<file path="src/ufab_pkg.sv">
// Shared constants for the serial port ends: register map, fields, codes, timing
package ufab_pkg;
  // ************************************************************
  // Register byte offsets
  // ************************************************************
  localparam logic [7:0] OFF_CTRL = 8'h00;
  localparam logic [7:0] OFF_MODE = 8'h04;
  localparam logic [7:0] OFF_DATA = 8'h08;
  localparam logic [7:0] OFF_OWN_ADDR = 8'h0c;
  localparam logic [7:0] OFF_ADDR_MASK = 8'h10;
  localparam logic [7:0] OFF_IRQ_MASK = 8'h14;
  localparam logic [7:0] OFF_IRQ_FLAGS = 8'h18;
  localparam logic [7:0] OFF_PHASE_INC = 8'h1c;
  localparam logic [7:0] OFF_RATE_ERR = 8'h20;
  // ************************************************************
  // Field positions
  // ************************************************************
  localparam int CTRL_RX_DONE = 0;
  localparam int CTRL_TX_DONE = 1;
  localparam int CTRL_RX_BIT9 = 2;
  localparam int CTRL_TX_BIT9 = 3;
  localparam int CTRL_RX_EN = 4;
  localparam int CTRL_MULTIDROP = 5;
  localparam int CTRL_MODE_BIT1 = 6;
  localparam int CTRL_MODE_BIT0 = 7;
  localparam int MODE_DOUBLER = 0;
  localparam int MODE_FAULT_VIEW = 1;
  localparam int MODE_GEN_EN = 2;
  localparam int IRQ_RX = 0;
  localparam int IRQ_TX = 1;
  // ************************************************************
  // Reset values
  // ************************************************************
  localparam logic [7:0] RST_CTRL = 8'h00;
  localparam logic [2:0] RST_MODE = 3'h0;
  localparam logic [7:0] RST_ADDR = 8'h00;
  localparam logic [1:0] RST_IRQ_MASK = 2'h0;
  localparam logic [15:0] RST_PHASE_INC = 16'h0000;
  localparam logic [7:0] RST_RATE_ERR = 8'h00;
  // ************************************************************
  // Codes and timing
  // ************************************************************
  localparam logic [7:0] CMD_ARM_BYTE = 8'hfe;
  localparam logic [7:0] CMD_SOFT_RESET = 8'hfe;
  localparam logic [7:0] CMD_PROG_LOAD = 8'hfd;
  localparam logic [3:0] SAMPLE_LAST = 4'hf;
  localparam logic [3:0] VOTE_FIRST = 4'h7;
  localparam logic [3:0] VOTE_LAST = 4'h9;
  localparam logic [3:0] BREAK_BITS = 4'hc;
  typedef enum logic [1:0] {KIND_BYTE, KIND_BREAK, KIND_COMMAND} ufab_kind_type;
endpackage

</file>
<file path="src/ufab_link_if.sv">
// Serial link between the host end and the device end
`timescale 1ns/1ns
`default_nettype none
interface ufab_link_if;
  logic rx_line;
  logic tx_line;
  modport dev (input rx_line, output tx_line);
  modport host (output rx_line, input tx_line);
endinterface
`default_nettype wire

</file>
<file path="src/ufab_device.sv">
// Device end: serial port with addressing, command arming, baud and rate error
`timescale 1ns/1ns
`default_nettype none
module ufab_device (
  input wire logic hclk,
  input wire logic hresetn,
  input wire logic hsel,
  input wire logic [31:0] haddr,
  input wire logic [1:0] htrans,
  input wire logic hwrite,
  input wire logic [2:0] hsize,
  input wire logic hready,
  input wire logic [31:0] hwdata,
  output logic [31:0] hrdata,
  output logic hreadyout,
  output logic hresp,
  ufab_link_if.dev link,
  output logic irq,
  output logic soft_reset_req,
  output logic prog_load_req
);
  import ufab_pkg::*;
  typedef enum logic [1:0] {RX_IDLE, RX_START, RX_BITS, RX_STOP} ufab_rx_type;
  typedef enum logic [1:0] {CM_IDLE, CM_BRK, CM_FE, CM_ARMED} ufab_cmd_type;

  logic rx_done_q, tx_done_q, rb9_q, tb9_q, rx_en_q, multi_q, sm1_q, sm0_q, fault_q;
  logic rate_doubler_q, fview_q, gen_q;
  logic [7:0] own_q, msk_q, rxbuf_q, rerr_q;
  logic [1:0] imask_q;
  logic [15:0] inc_q;
  logic pend_q, pwr_q;
  logic [7:0] paddr_q;
  logic [2:0] sync_q;
  logic rxl_q, rxp_q;

  // ************************************************************
  // Register bus: one wait state, write lands in the data phase
  // ************************************************************
  logic wr_en;
  logic [7:0] rd_v;
  assign wr_en = pend_q && pwr_q;
  assign hresp = 1'b0;

  always_ff @(posedge hclk or negedge hresetn) begin
    if (!hresetn) begin
      pend_q <= 1'b0;
      pwr_q <= 1'b0;
      paddr_q <= 8'h00;
      hreadyout <= 1'b1;
      hrdata <= 32'h0000_0000;
    end else if (pend_q) begin
      pend_q <= 1'b0;
      hreadyout <= 1'b1;
      hrdata <= pwr_q ? 32'h0000_0000 : (paddr_q == OFF_PHASE_INC ? {16'h0000, inc_q} :
                {24'h00_0000, rd_v});
    end else if (hsel && hready && htrans[1]) begin
      pend_q <= 1'b1;
      pwr_q <= hwrite;
      paddr_q <= (haddr[31:8] == 24'h00_0000) ? haddr[7:0] : 8'hff;
      hreadyout <= 1'b0;
    end
  end

  logic [1:0] pending;
  assign pending = {tx_done_q, rx_done_q} & imask_q;

  always_comb begin
    case (paddr_q)
      // One bit position, two stores
      OFF_CTRL: rd_v = {fview_q ? fault_q : sm0_q, sm1_q, multi_q, rx_en_q, tb9_q, rb9_q,
                        tx_done_q, rx_done_q};
      OFF_MODE: rd_v = {5'h00, gen_q, fview_q, rate_doubler_q};
      OFF_DATA: rd_v = rxbuf_q;
      OFF_OWN_ADDR: rd_v = own_q;
      OFF_ADDR_MASK: rd_v = msk_q;
      OFF_IRQ_MASK: rd_v = {6'h00, imask_q};
      OFF_IRQ_FLAGS: rd_v = {6'h00, pending};
      OFF_RATE_ERR: rd_v = rerr_q;
      default: rd_v = 8'h00;
    endcase
  end

  // ************************************************************
  // Plain configuration registers
  // ************************************************************
  always_ff @(posedge hclk or negedge hresetn) begin
    if (!hresetn) begin
      {sm0_q, sm1_q, multi_q, rx_en_q, tb9_q} <= RST_CTRL[7:3];
      {gen_q, fview_q, rate_doubler_q} <= RST_MODE;
      own_q <= RST_ADDR;
      msk_q <= RST_ADDR;
      imask_q <= RST_IRQ_MASK;
      inc_q <= RST_PHASE_INC;
    end else if (wr_en) begin
      case (paddr_q)
        OFF_CTRL: begin
          if (!fview_q) begin
            sm0_q <= hwdata[CTRL_MODE_BIT0];
          end
          sm1_q <= hwdata[CTRL_MODE_BIT1];
          multi_q <= hwdata[CTRL_MULTIDROP];
          rx_en_q <= hwdata[CTRL_RX_EN];
          tb9_q <= hwdata[CTRL_TX_BIT9];
        end
        OFF_MODE: begin
          rate_doubler_q <= hwdata[MODE_DOUBLER];
          fview_q <= hwdata[MODE_FAULT_VIEW];
          gen_q <= hwdata[MODE_GEN_EN];
        end
        OFF_OWN_ADDR: own_q <= hwdata[7:0];
        OFF_ADDR_MASK: msk_q <= hwdata[7:0];
        OFF_IRQ_MASK: imask_q <= hwdata[IRQ_TX:IRQ_RX];
        OFF_PHASE_INC: inc_q <= hwdata[15:0];
        default: begin
        end
      endcase
    end
  end

  // ************************************************************
  // Baud tick at 16x the bit rate
  // ************************************************************
  logic [16:0] acc_q;
  logic [1:0] pre_q;
  logic half_q;
  logic [17:0] acc_sum;
  logic tick, nine, m2;
  assign nine = sm0_q;
  assign m2 = sm0_q && !sm1_q;
  assign acc_sum = {1'b0, acc_q} + {2'b00, inc_q};

  always_ff @(posedge hclk or negedge hresetn) begin
    if (!hresetn) begin
      acc_q <= 17'h0_0000;
      pre_q <= 2'h0;
      half_q <= 1'b0;
    end else begin
      half_q <= !half_q;
      if (gen_q && !m2) begin
        acc_q <= acc_sum[16:0];
        pre_q <= pre_q + {1'b0, acc_sum[17]};
      end
    end
  end

  // Accumulator overflow gives clk*inc/2^17; quarter it unless doubled
  always_comb begin
    if (m2) begin
      tick = rate_doubler_q || half_q;
    end else if (sm1_q) begin
      tick = gen_q && acc_sum[17] && (rate_doubler_q || pre_q == 2'h3);
    end else begin
      tick = 1'b0;
    end
  end

  // ************************************************************
  // Receive line sync and receiver
  // ************************************************************
  always_ff @(posedge hclk or negedge hresetn) begin
    if (!hresetn) begin
      sync_q <= 3'b111;
      rxl_q <= 1'b1;
      rxp_q <= 1'b1;
    end else begin
      sync_q <= {sync_q[1:0], link.rx_line};
      if (sync_q[1] == sync_q[2]) begin
        rxl_q <= sync_q[2];
      end
      rxp_q <= rxl_q;
    end
  end

  ufab_rx_type rx_q;
  logic [3:0] smp_q, bit_q, eslot_q, eslot_d, esmp_q;
  logic [1:0] vote_q;
  logic [8:0] sh_q;
  logic bitv, mid, word_end, brk, hit, load;
  logic [7:0] rdata;
  logic [5:0] step;
  logic signed [5:0] off;
  logic signed [11:0] prod;
  assign mid = tick && smp_q == VOTE_LAST;
  assign bitv = (vote_q + {1'b0, rxl_q}) >= 2'h2;
  assign word_end = mid && rx_q == RX_STOP;
  assign rdata = nine ? sh_q[7:0] : sh_q[8:1];
  assign brk = !bitv && rdata == 8'h00 && !(nine && sh_q[8]);
  // Own match ignores mask zeros; broadcast ignores zeros of own|mask
  assign hit = (((rdata ^ own_q) & msk_q) == 8'h00) ||
               (((rdata ^ (own_q | msk_q)) & (own_q | msk_q)) == 8'h00);
  assign load = !rx_done_q && (!multi_q || (nine ? (sh_q[8] && hit) : bitv));

  always_ff @(posedge hclk or negedge hresetn) begin
    if (!hresetn) begin
      rx_q <= RX_IDLE;
      smp_q <= 4'h0;
      bit_q <= 4'h0;
      vote_q <= 2'h0;
      sh_q <= 9'h000;
      eslot_q <= 4'h0;
      esmp_q <= 4'h0;
    end else begin
      if (rx_q != RX_IDLE && rxl_q != rxp_q) begin
        eslot_q <= eslot_d;
        esmp_q <= smp_q;
      end
      case (rx_q)
        RX_IDLE: begin
          if (rx_en_q && rxp_q && !rxl_q && (m2 || sm1_q)) begin
            rx_q <= RX_START;
            smp_q <= 4'h0;
            vote_q <= 2'h0;
            bit_q <= 4'h0;
          end
        end
        default: begin
          if (tick) begin
            smp_q <= smp_q + 4'h1;
            if (smp_q >= VOTE_FIRST && smp_q < VOTE_LAST) begin
              vote_q <= vote_q + {1'b0, rxl_q};
            end
            if (mid) begin
              vote_q <= 2'h0;
              if (rx_q == RX_START && bitv) begin
                rx_q <= RX_IDLE;
              end else if (rx_q == RX_BITS) begin
                sh_q <= {bitv, sh_q[8:1]};
              end else if (rx_q == RX_STOP) begin
                rx_q <= RX_IDLE;
              end
            end
            if (smp_q == SAMPLE_LAST) begin
              if (rx_q == RX_START) begin
                rx_q <= RX_BITS;
              end else if (rx_q == RX_BITS) begin
                bit_q <= bit_q + 4'h1;
                if (bit_q == (nine ? 4'h8 : 4'h7)) begin
                  rx_q <= RX_STOP;
                end
              end
            end
          end
        end
      endcase
    end
  end

  // Slot of the current sample: start is 0, data bits follow
  assign eslot_d = (rx_q == RX_START) ? 4'h0 : (rx_q == RX_BITS ? bit_q + 4'h1 :
                   (nine ? 4'ha : 4'h9));

  // Boundaries seen early give positive values: sender faster, local slower
  always_comb begin
    if (esmp_q < 4'h8) begin
      off = -$signed({2'b00, esmp_q});
      case (eslot_q)
        4'h1: step = 6'd50;
        4'h2: step = 6'd25;
        4'h3: step = 6'd17;
        4'h4: step = 6'd13;
        4'h5: step = 6'd10;
        4'h6: step = 6'd8;
        4'h7: step = 6'd7;
        4'h8: step = 6'd6;
        4'h9: step = 6'd6;
        4'ha: step = 6'd5;
        default: step = 6'd0;
      endcase
    end else begin
      off = $signed(6'd16 - {2'b00, esmp_q});
      case (eslot_q)
        4'h0: step = 6'd50;
        4'h1: step = 6'd25;
        4'h2: step = 6'd17;
        4'h3: step = 6'd13;
        4'h4: step = 6'd10;
        4'h5: step = 6'd8;
        4'h6: step = 6'd7;
        4'h7: step = 6'd6;
        4'h8: step = 6'd6;
        4'h9: step = 6'd5;
        default: step = 6'd5;
      endcase
    end
    prod = off * $signed({6'b000000, step});
  end

  // ************************************************************
  // Receive flags, rate error and command arming
  // ************************************************************
  ufab_cmd_type cm_q;
  always_ff @(posedge hclk or negedge hresetn) begin
    if (!hresetn) begin
      rx_done_q <= RST_CTRL[CTRL_RX_DONE];
      rb9_q <= RST_CTRL[CTRL_RX_BIT9];
      fault_q <= 1'b0;
      rxbuf_q <= 8'h00;
      rerr_q <= RST_RATE_ERR;
    end else begin
      if (wr_en && paddr_q == OFF_CTRL) begin
        rx_done_q <= hwdata[CTRL_RX_DONE];
        if (fview_q) begin
          fault_q <= hwdata[CTRL_MODE_BIT0];
        end
      end
      if (word_end && !bitv) begin
        fault_q <= 1'b1;
      end
      if (word_end && load) begin
        rx_done_q <= 1'b1;
        rxbuf_q <= rdata;
        rb9_q <= nine ? sh_q[8] : bitv;
        // 0.125% per step, saturated to the register's range
        rerr_q <= prod > 12'sd127 ? 8'h7f : (prod < -12'sd128 ? 8'h80 : prod[7:0]);
      end
    end
  end

  always_ff @(posedge hclk or negedge hresetn) begin
    if (!hresetn) begin
      cm_q <= CM_IDLE;
      soft_reset_req <= 1'b0;
      prog_load_req <= 1'b0;
    end else begin
      soft_reset_req <= 1'b0;
      prog_load_req <= 1'b0;
      if (word_end) begin
        if (brk) begin
          cm_q <= (cm_q == CM_FE) ? CM_ARMED : CM_BRK;
        end else if (cm_q == CM_BRK && rdata == CMD_ARM_BYTE) begin
          cm_q <= CM_FE;
        end else begin
          cm_q <= CM_IDLE;
          if (cm_q == CM_ARMED) begin
            soft_reset_req <= rdata == CMD_SOFT_RESET;
            prog_load_req <= rdata == CMD_PROG_LOAD;
          end
        end
      end
    end
  end

  // ************************************************************
  // Transmitter and interrupt line
  // ************************************************************
  logic [11:0] tsh_q;
  logic [3:0] tleft_q, tsmp_q;
  always_ff @(posedge hclk or negedge hresetn) begin
    if (!hresetn) begin
      tsh_q <= 12'hfff;
      tleft_q <= 4'h0;
      tsmp_q <= 4'h0;
      tx_done_q <= RST_CTRL[CTRL_TX_DONE];
      irq <= 1'b0;
    end else begin
      irq <= |pending;
      if (wr_en && paddr_q == OFF_CTRL) begin
        tx_done_q <= hwdata[CTRL_TX_DONE];
      end
      if (tleft_q == 4'h0) begin
        if (wr_en && paddr_q == OFF_DATA) begin
          // Leading idle slot: line drops on a tick, so every bit lasts 16 ticks
          tsh_q <= nine ? {1'b1, tb9_q, hwdata[7:0], 2'b01} : {2'b11, hwdata[7:0], 2'b01};
          tleft_q <= nine ? 4'hc : 4'hb;
          tsmp_q <= SAMPLE_LAST;
        end
      end else if (tick) begin
        tsmp_q <= tsmp_q + 4'h1;
        if (tsmp_q == SAMPLE_LAST) begin
          tsh_q <= {1'b1, tsh_q[11:1]};
          tleft_q <= tleft_q - 4'h1;
          if (tleft_q == 4'h2) begin
            tx_done_q <= 1'b1;
          end
        end
      end
    end
  end

  assign link.tx_line = tsh_q[0];
endmodule // ufab_device
`default_nettype wire

</file>
<file path="src/flat_wrapper.sv">
// flat-port wrapper written by rule: the top's interface ports become plain ports
module ufab_device_flat import ufab_pkg::*;
  (hclk, hresetn, hsel, haddr, htrans, hwrite, hsize, hready, hwdata, hrdata, hreadyout, hresp, irq, soft_reset_req, prog_load_req, link_rx_line, link_tx_line);
  ufab_link_if link_i ();
  input wire logic hclk;
  input wire logic hresetn;
  input wire logic hsel;
  input wire logic [31:0] haddr;
  input wire logic [1:0] htrans;
  input wire logic hwrite;
  input wire logic [2:0] hsize;
  input wire logic hready;
  input wire logic [31:0] hwdata;
  output logic [31:0] hrdata;
  output logic hreadyout;
  output logic hresp;
  output logic irq;
  output logic soft_reset_req;
  output logic prog_load_req;
  input wire logic [$bits(link_i.rx_line)-1:0] link_rx_line;
  output wire logic [$bits(link_i.tx_line)-1:0] link_tx_line;
  assign link_i.rx_line = link_rx_line;
  assign link_tx_line = link_i.tx_line;
  ufab_device u_core (.hclk(hclk), .hresetn(hresetn), .hsel(hsel), .haddr(haddr), .htrans(htrans), .hwrite(hwrite), .hsize(hsize), .hready(hready), .hwdata(hwdata), .hrdata(hrdata), .hreadyout(hreadyout), .hresp(hresp), .link(link_i), .irq(irq), .soft_reset_req(soft_reset_req), .prog_load_req(prog_load_req));
endmodule
</file>
<file path="config.mk">
export PLATFORM = sky130hd
export DESIGN_NAME = ufab_device_flat
export DESIGN_NICKNAME = d
export VERILOG_FILES = /design/src/ufab_pkg.sv /design/src/ufab_link_if.sv /design/src/ufab_device.sv /design/src/flat_wrapper.sv
export SDC_FILE = /design/constraint.sdc
export NUM_CORES = 1
export LEC_CHECK = 0
export ABC_AREA = 1
export ABC_CLOCK_PERIOD_IN_PS = 4600
export BUFFER_PORTS_ARGS = -buffer_cell sky130_fd_sc_hd__buf_2
export CAP_MARGIN = 15
export CORE_UTILIZATION = 45
export DETAILED_ROUTE_END_ITERATION = 8
export PLACE_DENSITY = 0.66
export SYNTH_ARGS = -nofsm -noshare
export SYNTH_HDL_FRONTEND = slang
export SYNTH_SLANG_ARGS = --single-unit
export TNS_END_PERCENT = 5
</file>
<file path="constraint.sdc">
create_clock -name hclk -period 4.6 [get_ports hclk]
set_clock_uncertainty 0.1 [all_clocks]
set_input_delay 0.46 -clock hclk [delete_from_list [all_inputs] [get_ports hclk]]
set_output_delay 0.46 -clock hclk [all_outputs]
set_load 0.02 [all_outputs]
</file>
==> metrics.cfg, run 1 <==
[power_and_ir_drop]
vdd_drop_max_v=0.0005276
p_seq_share_pct=26.0
p_int_mw=4.311
p_leak_nw=6.367
power_frac_clock_pct=18.7
power_per_cell_area_nw_per_um2=606.6
combPwrFrac_pct=55.4
p_sw_share_pct=42.11
switchingPower_mw=3.136

[setup_path]
cp.required_ps=4810
crit_chain=inv_2, ha_4, inv_1, nor2_2, o21ai_2, o21ai_2, nand2_1, fa_1, fa_1, inv_2, fa_1, fa_1, ha_1, nand3_1, nand3_2, buf_6, xnor2_4, nand2_1, nor2_1, nand3_1, nand2_4, nand2_1, nand3_1, nand2_1
cp-end-kind=register
slowest_stage=fa_1
reg2reg_setup_slack_ps=-240
reg2reg_from=u_core.eslot_q[1]$_DFFE_PN0P_
rr_endpoint=u_core.rerr_q[2]$_DFFE_PN0P_
cp_top_family=adder cells
critPathArrivalTime_ps=5050
r2r_cells=24
crit_path_max_incr_delay_ps=540
worst-path-buf-inv=4
start_kind=register
critPathKind=reg -> reg
critPathMaxFanout=7

[synth]
syn-instance-count=1351
synth_top_area_cell=dfrtp_1
synth_area_leaders=dfrtp_1 (35%), nand2_1 (14%), ha_1 (6.7%), inv_1 (5.6%), o21ai_0 (5.3%)
ys_types=51
syn_area_per_cell_um2=7.827
yosysTopAreaCellShare_pct=35.50
synth-seq-cells=167
synth-edff-count=0
syn_area_um2=10570
async_reset_ff_share_pct=100.0
yosysSeqAreaShare_pct=39.72
yosysWarnings=0
synth_flop_cell=dfrtp_1

[global_routing]
grt_pass1_vias=8877
grtUsageMet3_pct=3.816
grt_max_degree=94
grt_pass1_wl_um=43510
grt-busiest-layer=met2
antenna_found_initial=0
grt_usage_pct=22.81
grt_use_met1_pct=30.11
grt_overflow=0
gr-usage-met2_pct=38.89

[sta]
post-route-period-util_pct=105.2
worst_pin_slew_ps=868.2
setup_slack_ps=-241.5
hold_violations=0
finalMaxSlewViolations=0
min_period_ps=4841
slew_headroom_pct=42.12
grt_setup_unrepaired=true
max_freq_ghz=0.2065
setup-violations-final=8

[placed_design]
io_buffers=75
place.gp.congestion=0.8914
dp_hpwl_um=19530
post-place-ws_ps=-342.5
placed_cells=1764

[floorplanning]
dieArea_um2=24120
fp.dieH_um=155.3
ios=113
fp-row-count=55
die_w_um=155.3
start_util_pct=46.28
core_um2=22850

[final_layout]
antenna_cells=0
finish.utilization_pct=53.73
finish.net_count=1622
stdcell_count=1798
drive_above_1_share_pct=17.51
area_growth_pct=16.10
nFillCells=2158
final_common_cell=nand2_1
final_cell_mix=nand2_1 (381), inv_1 (155), dfrtp_1 (150)

[drt]
viasPerCell=5.152
initialDrtViolationCount=618
ant_nets=0
wl_per_cell_um=14.45
routed_wl_um=25970
vias=9264
drc_errors=0
first_pass_iters=5

[clock_network]
clk_latency_ps=430
clkTransAtPathRegs_ps=70
cts-root-buf=clkbuf_16
cts_buffers=17
holdBufCountCts=0
cts_tree=yes
cts.htree.levels=4
cts_sinks=167
cts_max_path_buffers=2

[run]
maxCapViolations=0

[outcome]
status=finished, violations left
violations=negative setup slack

[worst_hold_path]
hold_path.class=in -> async

registers in the layout (all words and copies together) (netlist names), 8 cells and up:
signal / cells
u_core.rerr_q: 8
u_core.inc_q: 16
u_core.acc_q: 17
u_core.rxbuf_q: 8
u_core.tsh_q: 11
u_core.hrdata: 16
u_core.msk_q: 8
u_core.paddr_q: 8
u_core.own_q: 8
u_core.sh_q: 9
layout make-up:
| class | count | area [um^2] | share of cell area, % |
|---|---|---|---|
| repair buffers | 131 | 818.3 | 6.665 |
| flip-flops and latches | 167 | 4200 | 34.21 |
| inverters | 167 | 631.9 | 5.147 |
| multi-input cells | 988 | 5672 | 46.20 |
| clock buffers | 19 | 442.9 | 3.608 |
| well taps | 313 | 391.6 | 3.190 |
| clock inverters | 13 | 120.1 | 0.9784 |
worst reg2reg max path, stage by stage (launching register included):
cell     delay, ps
dfrtp_1        420
inv_2          110
ha_4           130
inv_1           50
nor2_2         120
o21ai_2         80
o21ai_2        180
nand2_1        100
fa_1           490
fa_1           520
inv_2           40
fa_1           470
fa_1           540
ha_1           340
nand3_1         90
nand3_2         80
buf_6          130
xnor2_4        120
nand2_1         70
nor2_1          90
nand3_1        130
nand2_4        140
nand2_1         70
nand3_1         60
nand2_1         50
what timing repair did:
action,CTS,global route
gates resized for setup,8,23
pin swaps,5,16
setup endpoints to repair,8,8
buffers inserted,1,1
worst max-delay path by stage:
| stage | from | endpoint | slack, ps | depth (start not counted) |
|---|---|---|---|---|
| final | u_core.eslot_q[1]$_DFFE_PN0P_ | u_core.rerr_q[2]$_DFFE_PN0P_ | -240 | 24 |
| after CTS | u_core.eslot_q[1]$_DFFE_PN0P_ | u_core.rerr_q[0]$_DFFE_PN0P_ | -180 | 23 |
| after detailed placement | u_core.eslot_q[1]$_DFFE_PN0P_ | u_core.rerr_q[0]$_DFFE_PN0P_ | -340 | 26 |
| after global routing | u_core.eslot_q[1]$_DFFE_PN0P_ | u_core.rerr_q[2]$_DFFE_PN0P_ | -510 | 24 |
| after floorplan | u_core.eslot_q[1]$_DFFE_PN0P_ | u_core.rerr_q[0]$_DFFE_PN0P_ | -10 | 23 |
| after global placement | u_core.eslot_q[1]$_DFFE_PN0P_ | u_core.rerr_q[0]$_DFFE_PN0P_ | -300 | 23 |
cell families after synthesis:
logic type / count (synthesis) / share of synthesized area, %
DFF: 167 / 39.72
adders and majority gates: 76 / 10.25
AOI/OAI and AO/OA: 225 / 12.37
other: 1 / 0.03546
and+or+nand+nor: 640 / 26.06
xor gates and xnor gates: 22 / 1.822
buffers and inverters: 212 / 8.898
muxes: 8 / 0.8520
power by group through the flow:
stage	sequential (mW)	clock, mW	combinational (mW)
floorplan	1.92	0	2.60
global placement	1.94	0	3.63
detailed placement	1.95	0	3.68
CTS	1.93	1.41	3.88
global route	1.96	1.47	4.71
finish	1.93	1.39	4.12
cell usage after synthesis, types with 4 or more instances:
cell type,count
nand3b_1,4
buf_6,6
o21ai_0,111
nor4_1,7
ha_1,57
nand2_4,4
nor2_1,89
o21bai_1,19
nand2_1,387
a32o_1,8
inv_1,158
nand3_1,86
nor3_1,14
or2_2,4
buf_4,21
a21oi_1,37
nand4_1,19
clkinv_1,6
xnor2_1,12
o21ai_1,12
dfstp_2,17
nand2_2,15
xor2_1,10
dfrtp_1,150
fa_1,18
mux2_2,8
o22ai_1,14
o211ai_1,5
clkbuf_1,13
through the flow:
stage	hold WS (ps)	area [um^2]	total power, mW	TNS, ps
detailed placement	246.9	11550	5.635	-2368
global placement	246.4	11550	5.579	-2073
finish	19.03	12280	7.447	-1721
global route	9.382	12280	8.146	-3837
CTS	13.93	12160	7.222	-1235
floorplan	64.41	10660	4.521	-93.41
layer usage:
| metal | up-vias | part of all wire (%) |
|---|---|---|
| met1 | 4372 | 47 |
| li1 | 4627 | - |
| met2 | 239 | 48 |
| met4 | 0 | 1.1 |
| met3 | 26 | 4.6 |
| met5 | - | 0 |
(Power assumes the default switching activity.)
==> run 2, diff against run 1 <==
Settings changed: CTS_BUF_LIST set to sky130_fd_sc_hd__clkbuf_4 sky130_fd_sc_hd__clkbuf_8 sky130_fd_sc_hd__clkbuf_16.
==> run 2 against run 1 <==
Effect of this change:
- the flow still finishes with violations (negative setup slack)
- die area unchanged
- via count fell by 0.18%
- non-clock buffer count stayed put
- combinational power barely moved
- hold slack got worse by 2.2 ps
- critical path depth did not move
- design area hardly changed
- global-route usage barely moved
- register-to-register slack about the same
- largest cell class unchanged
==> metrics.cfg, run 2 (synthesis gave the netlist of run 1 again) <==
[placed_design]
place.gp.congestion=0.8914
io_buffers=75
placed_cells=1764
dp_hpwl_um=19530
postPlaceCellArea_um2=11550

[sta]
min_period_ps=4841
worst_pin_slew_ps=866.3
finalMaxSlewViolations=0
grt_setup_unrepaired=true
setup-tns-final_ps=-1719
slew_headroom_pct=42.25
setup_slack_ps=-241.2
setup-violations-final=8
hold_violations=0
post-route-period-util_pct=105.2
max_freq_ghz=0.2066

[drt]
initialDrtViolationCount=608
ant_nets=0
first_pass_iters=5
viasPerCell=5.143
vias=9247
wl_per_cell_um=14.45
drc_errors=0
routed_wl_um=25990

[floorplanning]
dieArea_um2=24120
ios=113
die_w_um=155.3
fp.dieH_um=155.3
start_util_pct=46.28
fp-row-count=55
core_um2=22850

[final_layout]
largest_reg_flops=17
fin_area_um2=12280
stdcell_count=1798
final_cell_mix=nand2_1 (381), inv_1 (155), dfrtp_1 (150)
antenna_cells=0
finish.utilization_pct=53.75
finish.net_count=1622
final_common_cell=nand2_1
regMostFlops=u_core.acc_q
area_growth_pct=16.14
reg_top3=u_core.acc_q: 17 flops, u_core.hrdata: 16 flops, u_core.inc_q: 16 flops
drive_above_1_share_pct=17.58

[clock_network]
cts.htree.levels=4
holdBufCountCts=0
clkTransAtPathRegs_ps=70
cts_tree=yes
cts_buffers=17
cts_max_path_buffers=2
cts-root-buf=clkbuf_16
cts_sinks=167
clk_latency_ps=430

[run]
maxCapViolations=0

[global_routing]
grt_overflow=0
antenna_found_initial=0
grt_pass1_vias=8875
grt_usage_pct=22.80
grt_max_degree=94
grt_pass1_wl_um=43500

[power_and_ir_drop]
p_leak_nw=6.370
vdd_drop_max_v=0.0005277
power_per_cell_area_nw_per_um2=607.0

[outcome]
violations=negative setup slack
status=finished, violations left

[worst_hold_path]
hold_path.class=in -> async

[setup_path]
slowest_stage=fa_1
r2r_cells=24
critPathKind=reg -> reg
critPathMaxFanout=7
reg2reg_from=u_core.eslot_q[1]$_DFFE_PN0P_
crit_path_max_incr_delay_ps=540
rr_endpoint=u_core.rerr_q[2]$_DFFE_PN0P_
start_kind=register
cp.required_ps=4810
crit_chain=inv_2, ha_4, inv_1, nor2_2, o21ai_2, o21ai_2, nand2_1, fa_1, fa_1, inv_2, fa_1, fa_1, ha_1, nand3_1, nand3_2, buf_6, xnor2_4, nand2_1, nor2_1, nand3_1, nand2_4, nand2_1, nand3_1, nand2_1
cp-end-kind=register
critPathArrivalTime_ps=5050
reg2reg_setup_slack_ps=-240

-- run 2: cell counts in the layout (fill, tap and decap cells not counted) --
Identical to the previous run, type by type.
-- run 2: layout make-up --
cell class,instances,area [um^2]
fillers,2156,10570
multi-input cells,988,5672
flip-flops and latches,167,4200
repair buffers,131,818.3
inverters,167,631.9
clock buffers,19,446.7
well taps,313,391.6
clock inverters,13,120.1
-- run 2: how the worst max path moves through the flow --
stage | slack [ps] | cells after the start | end | startpoint
6_report | -240 | 24 | u_core.rerr_q[2]$_DFFE_PN0P_ | u_core.eslot_q[1]$_DFFE_PN0P_
5_1_grt | -510 | 24 | u_core.rerr_q[2]$_DFFE_PN0P_ | u_core.eslot_q[1]$_DFFE_PN0P_
4_1_cts | -180 | 23 | u_core.rerr_q[0]$_DFFE_PN0P_ | u_core.eslot_q[1]$_DFFE_PN0P_
3_5_place_dp | -340 | 26 | u_core.rerr_q[0]$_DFFE_PN0P_ | u_core.eslot_q[1]$_DFFE_PN0P_
3_3_place_gp | -300 | 23 | u_core.rerr_q[0]$_DFFE_PN0P_ | u_core.eslot_q[1]$_DFFE_PN0P_
2_1_floorplan | -10 | 23 | u_core.rerr_q[0]$_DFFE_PN0P_ | u_core.eslot_q[1]$_DFFE_PN0P_
-- run 2: repair_timing --
item                                    in CTS  in global routing
resized for setup                            8                 23
buffers inserted                             1                  1
endpoints found under the setup margin       8                  8
pin swaps                                    5                 16
-- run 2: through the flow --
step	power, mW	worst slack [ps]	hold WS, ps
2_1_floorplan	4.521	-13.36	64.41
3_3_place_gp	5.579	-300.2	246.4
3_5_place_dp	5.635	-342.5	246.9
4_1_cts	7.227	-180.2	13.93
5_1_grt	8.151	-511.7	9.382
6_report	7.454	-241.2	16.82
-- run 2: critical path, delay by kind of cell, from the launching register on --
kind	cells	cell delay (ps)
buffers and inverters	4	330
xor gates and xnor gates	1	120
DFF	1	420
AOI/OAI and AO/OA	2	260
and+or+nand+nor	11	990
adders and majority gates	6	2490
-- run 2: metal layers --
| layer | share of wire (%) | vias up | track usage [%] |
|---|---|---|---|
| met5 | 0 | - | 0 |
| met4 | 1.1 | 0 | 5.882 |
| met3 | 4.2 | 26 | 3.816 |
| met2 | 47 | 225 | 38.87 |
| met1 | 47 | 4364 | 30.11 |
| li1 | - | 4632 | - |
-- run 2: power by group --
group	internal, mW	switching [mW]	total [mW]	leakage [nW]
combinational	1.79	2.34	4.13	4.12
sequential	1.76	0.175	1.93	1.96
clock	0.773	0.623	1.40	0.286
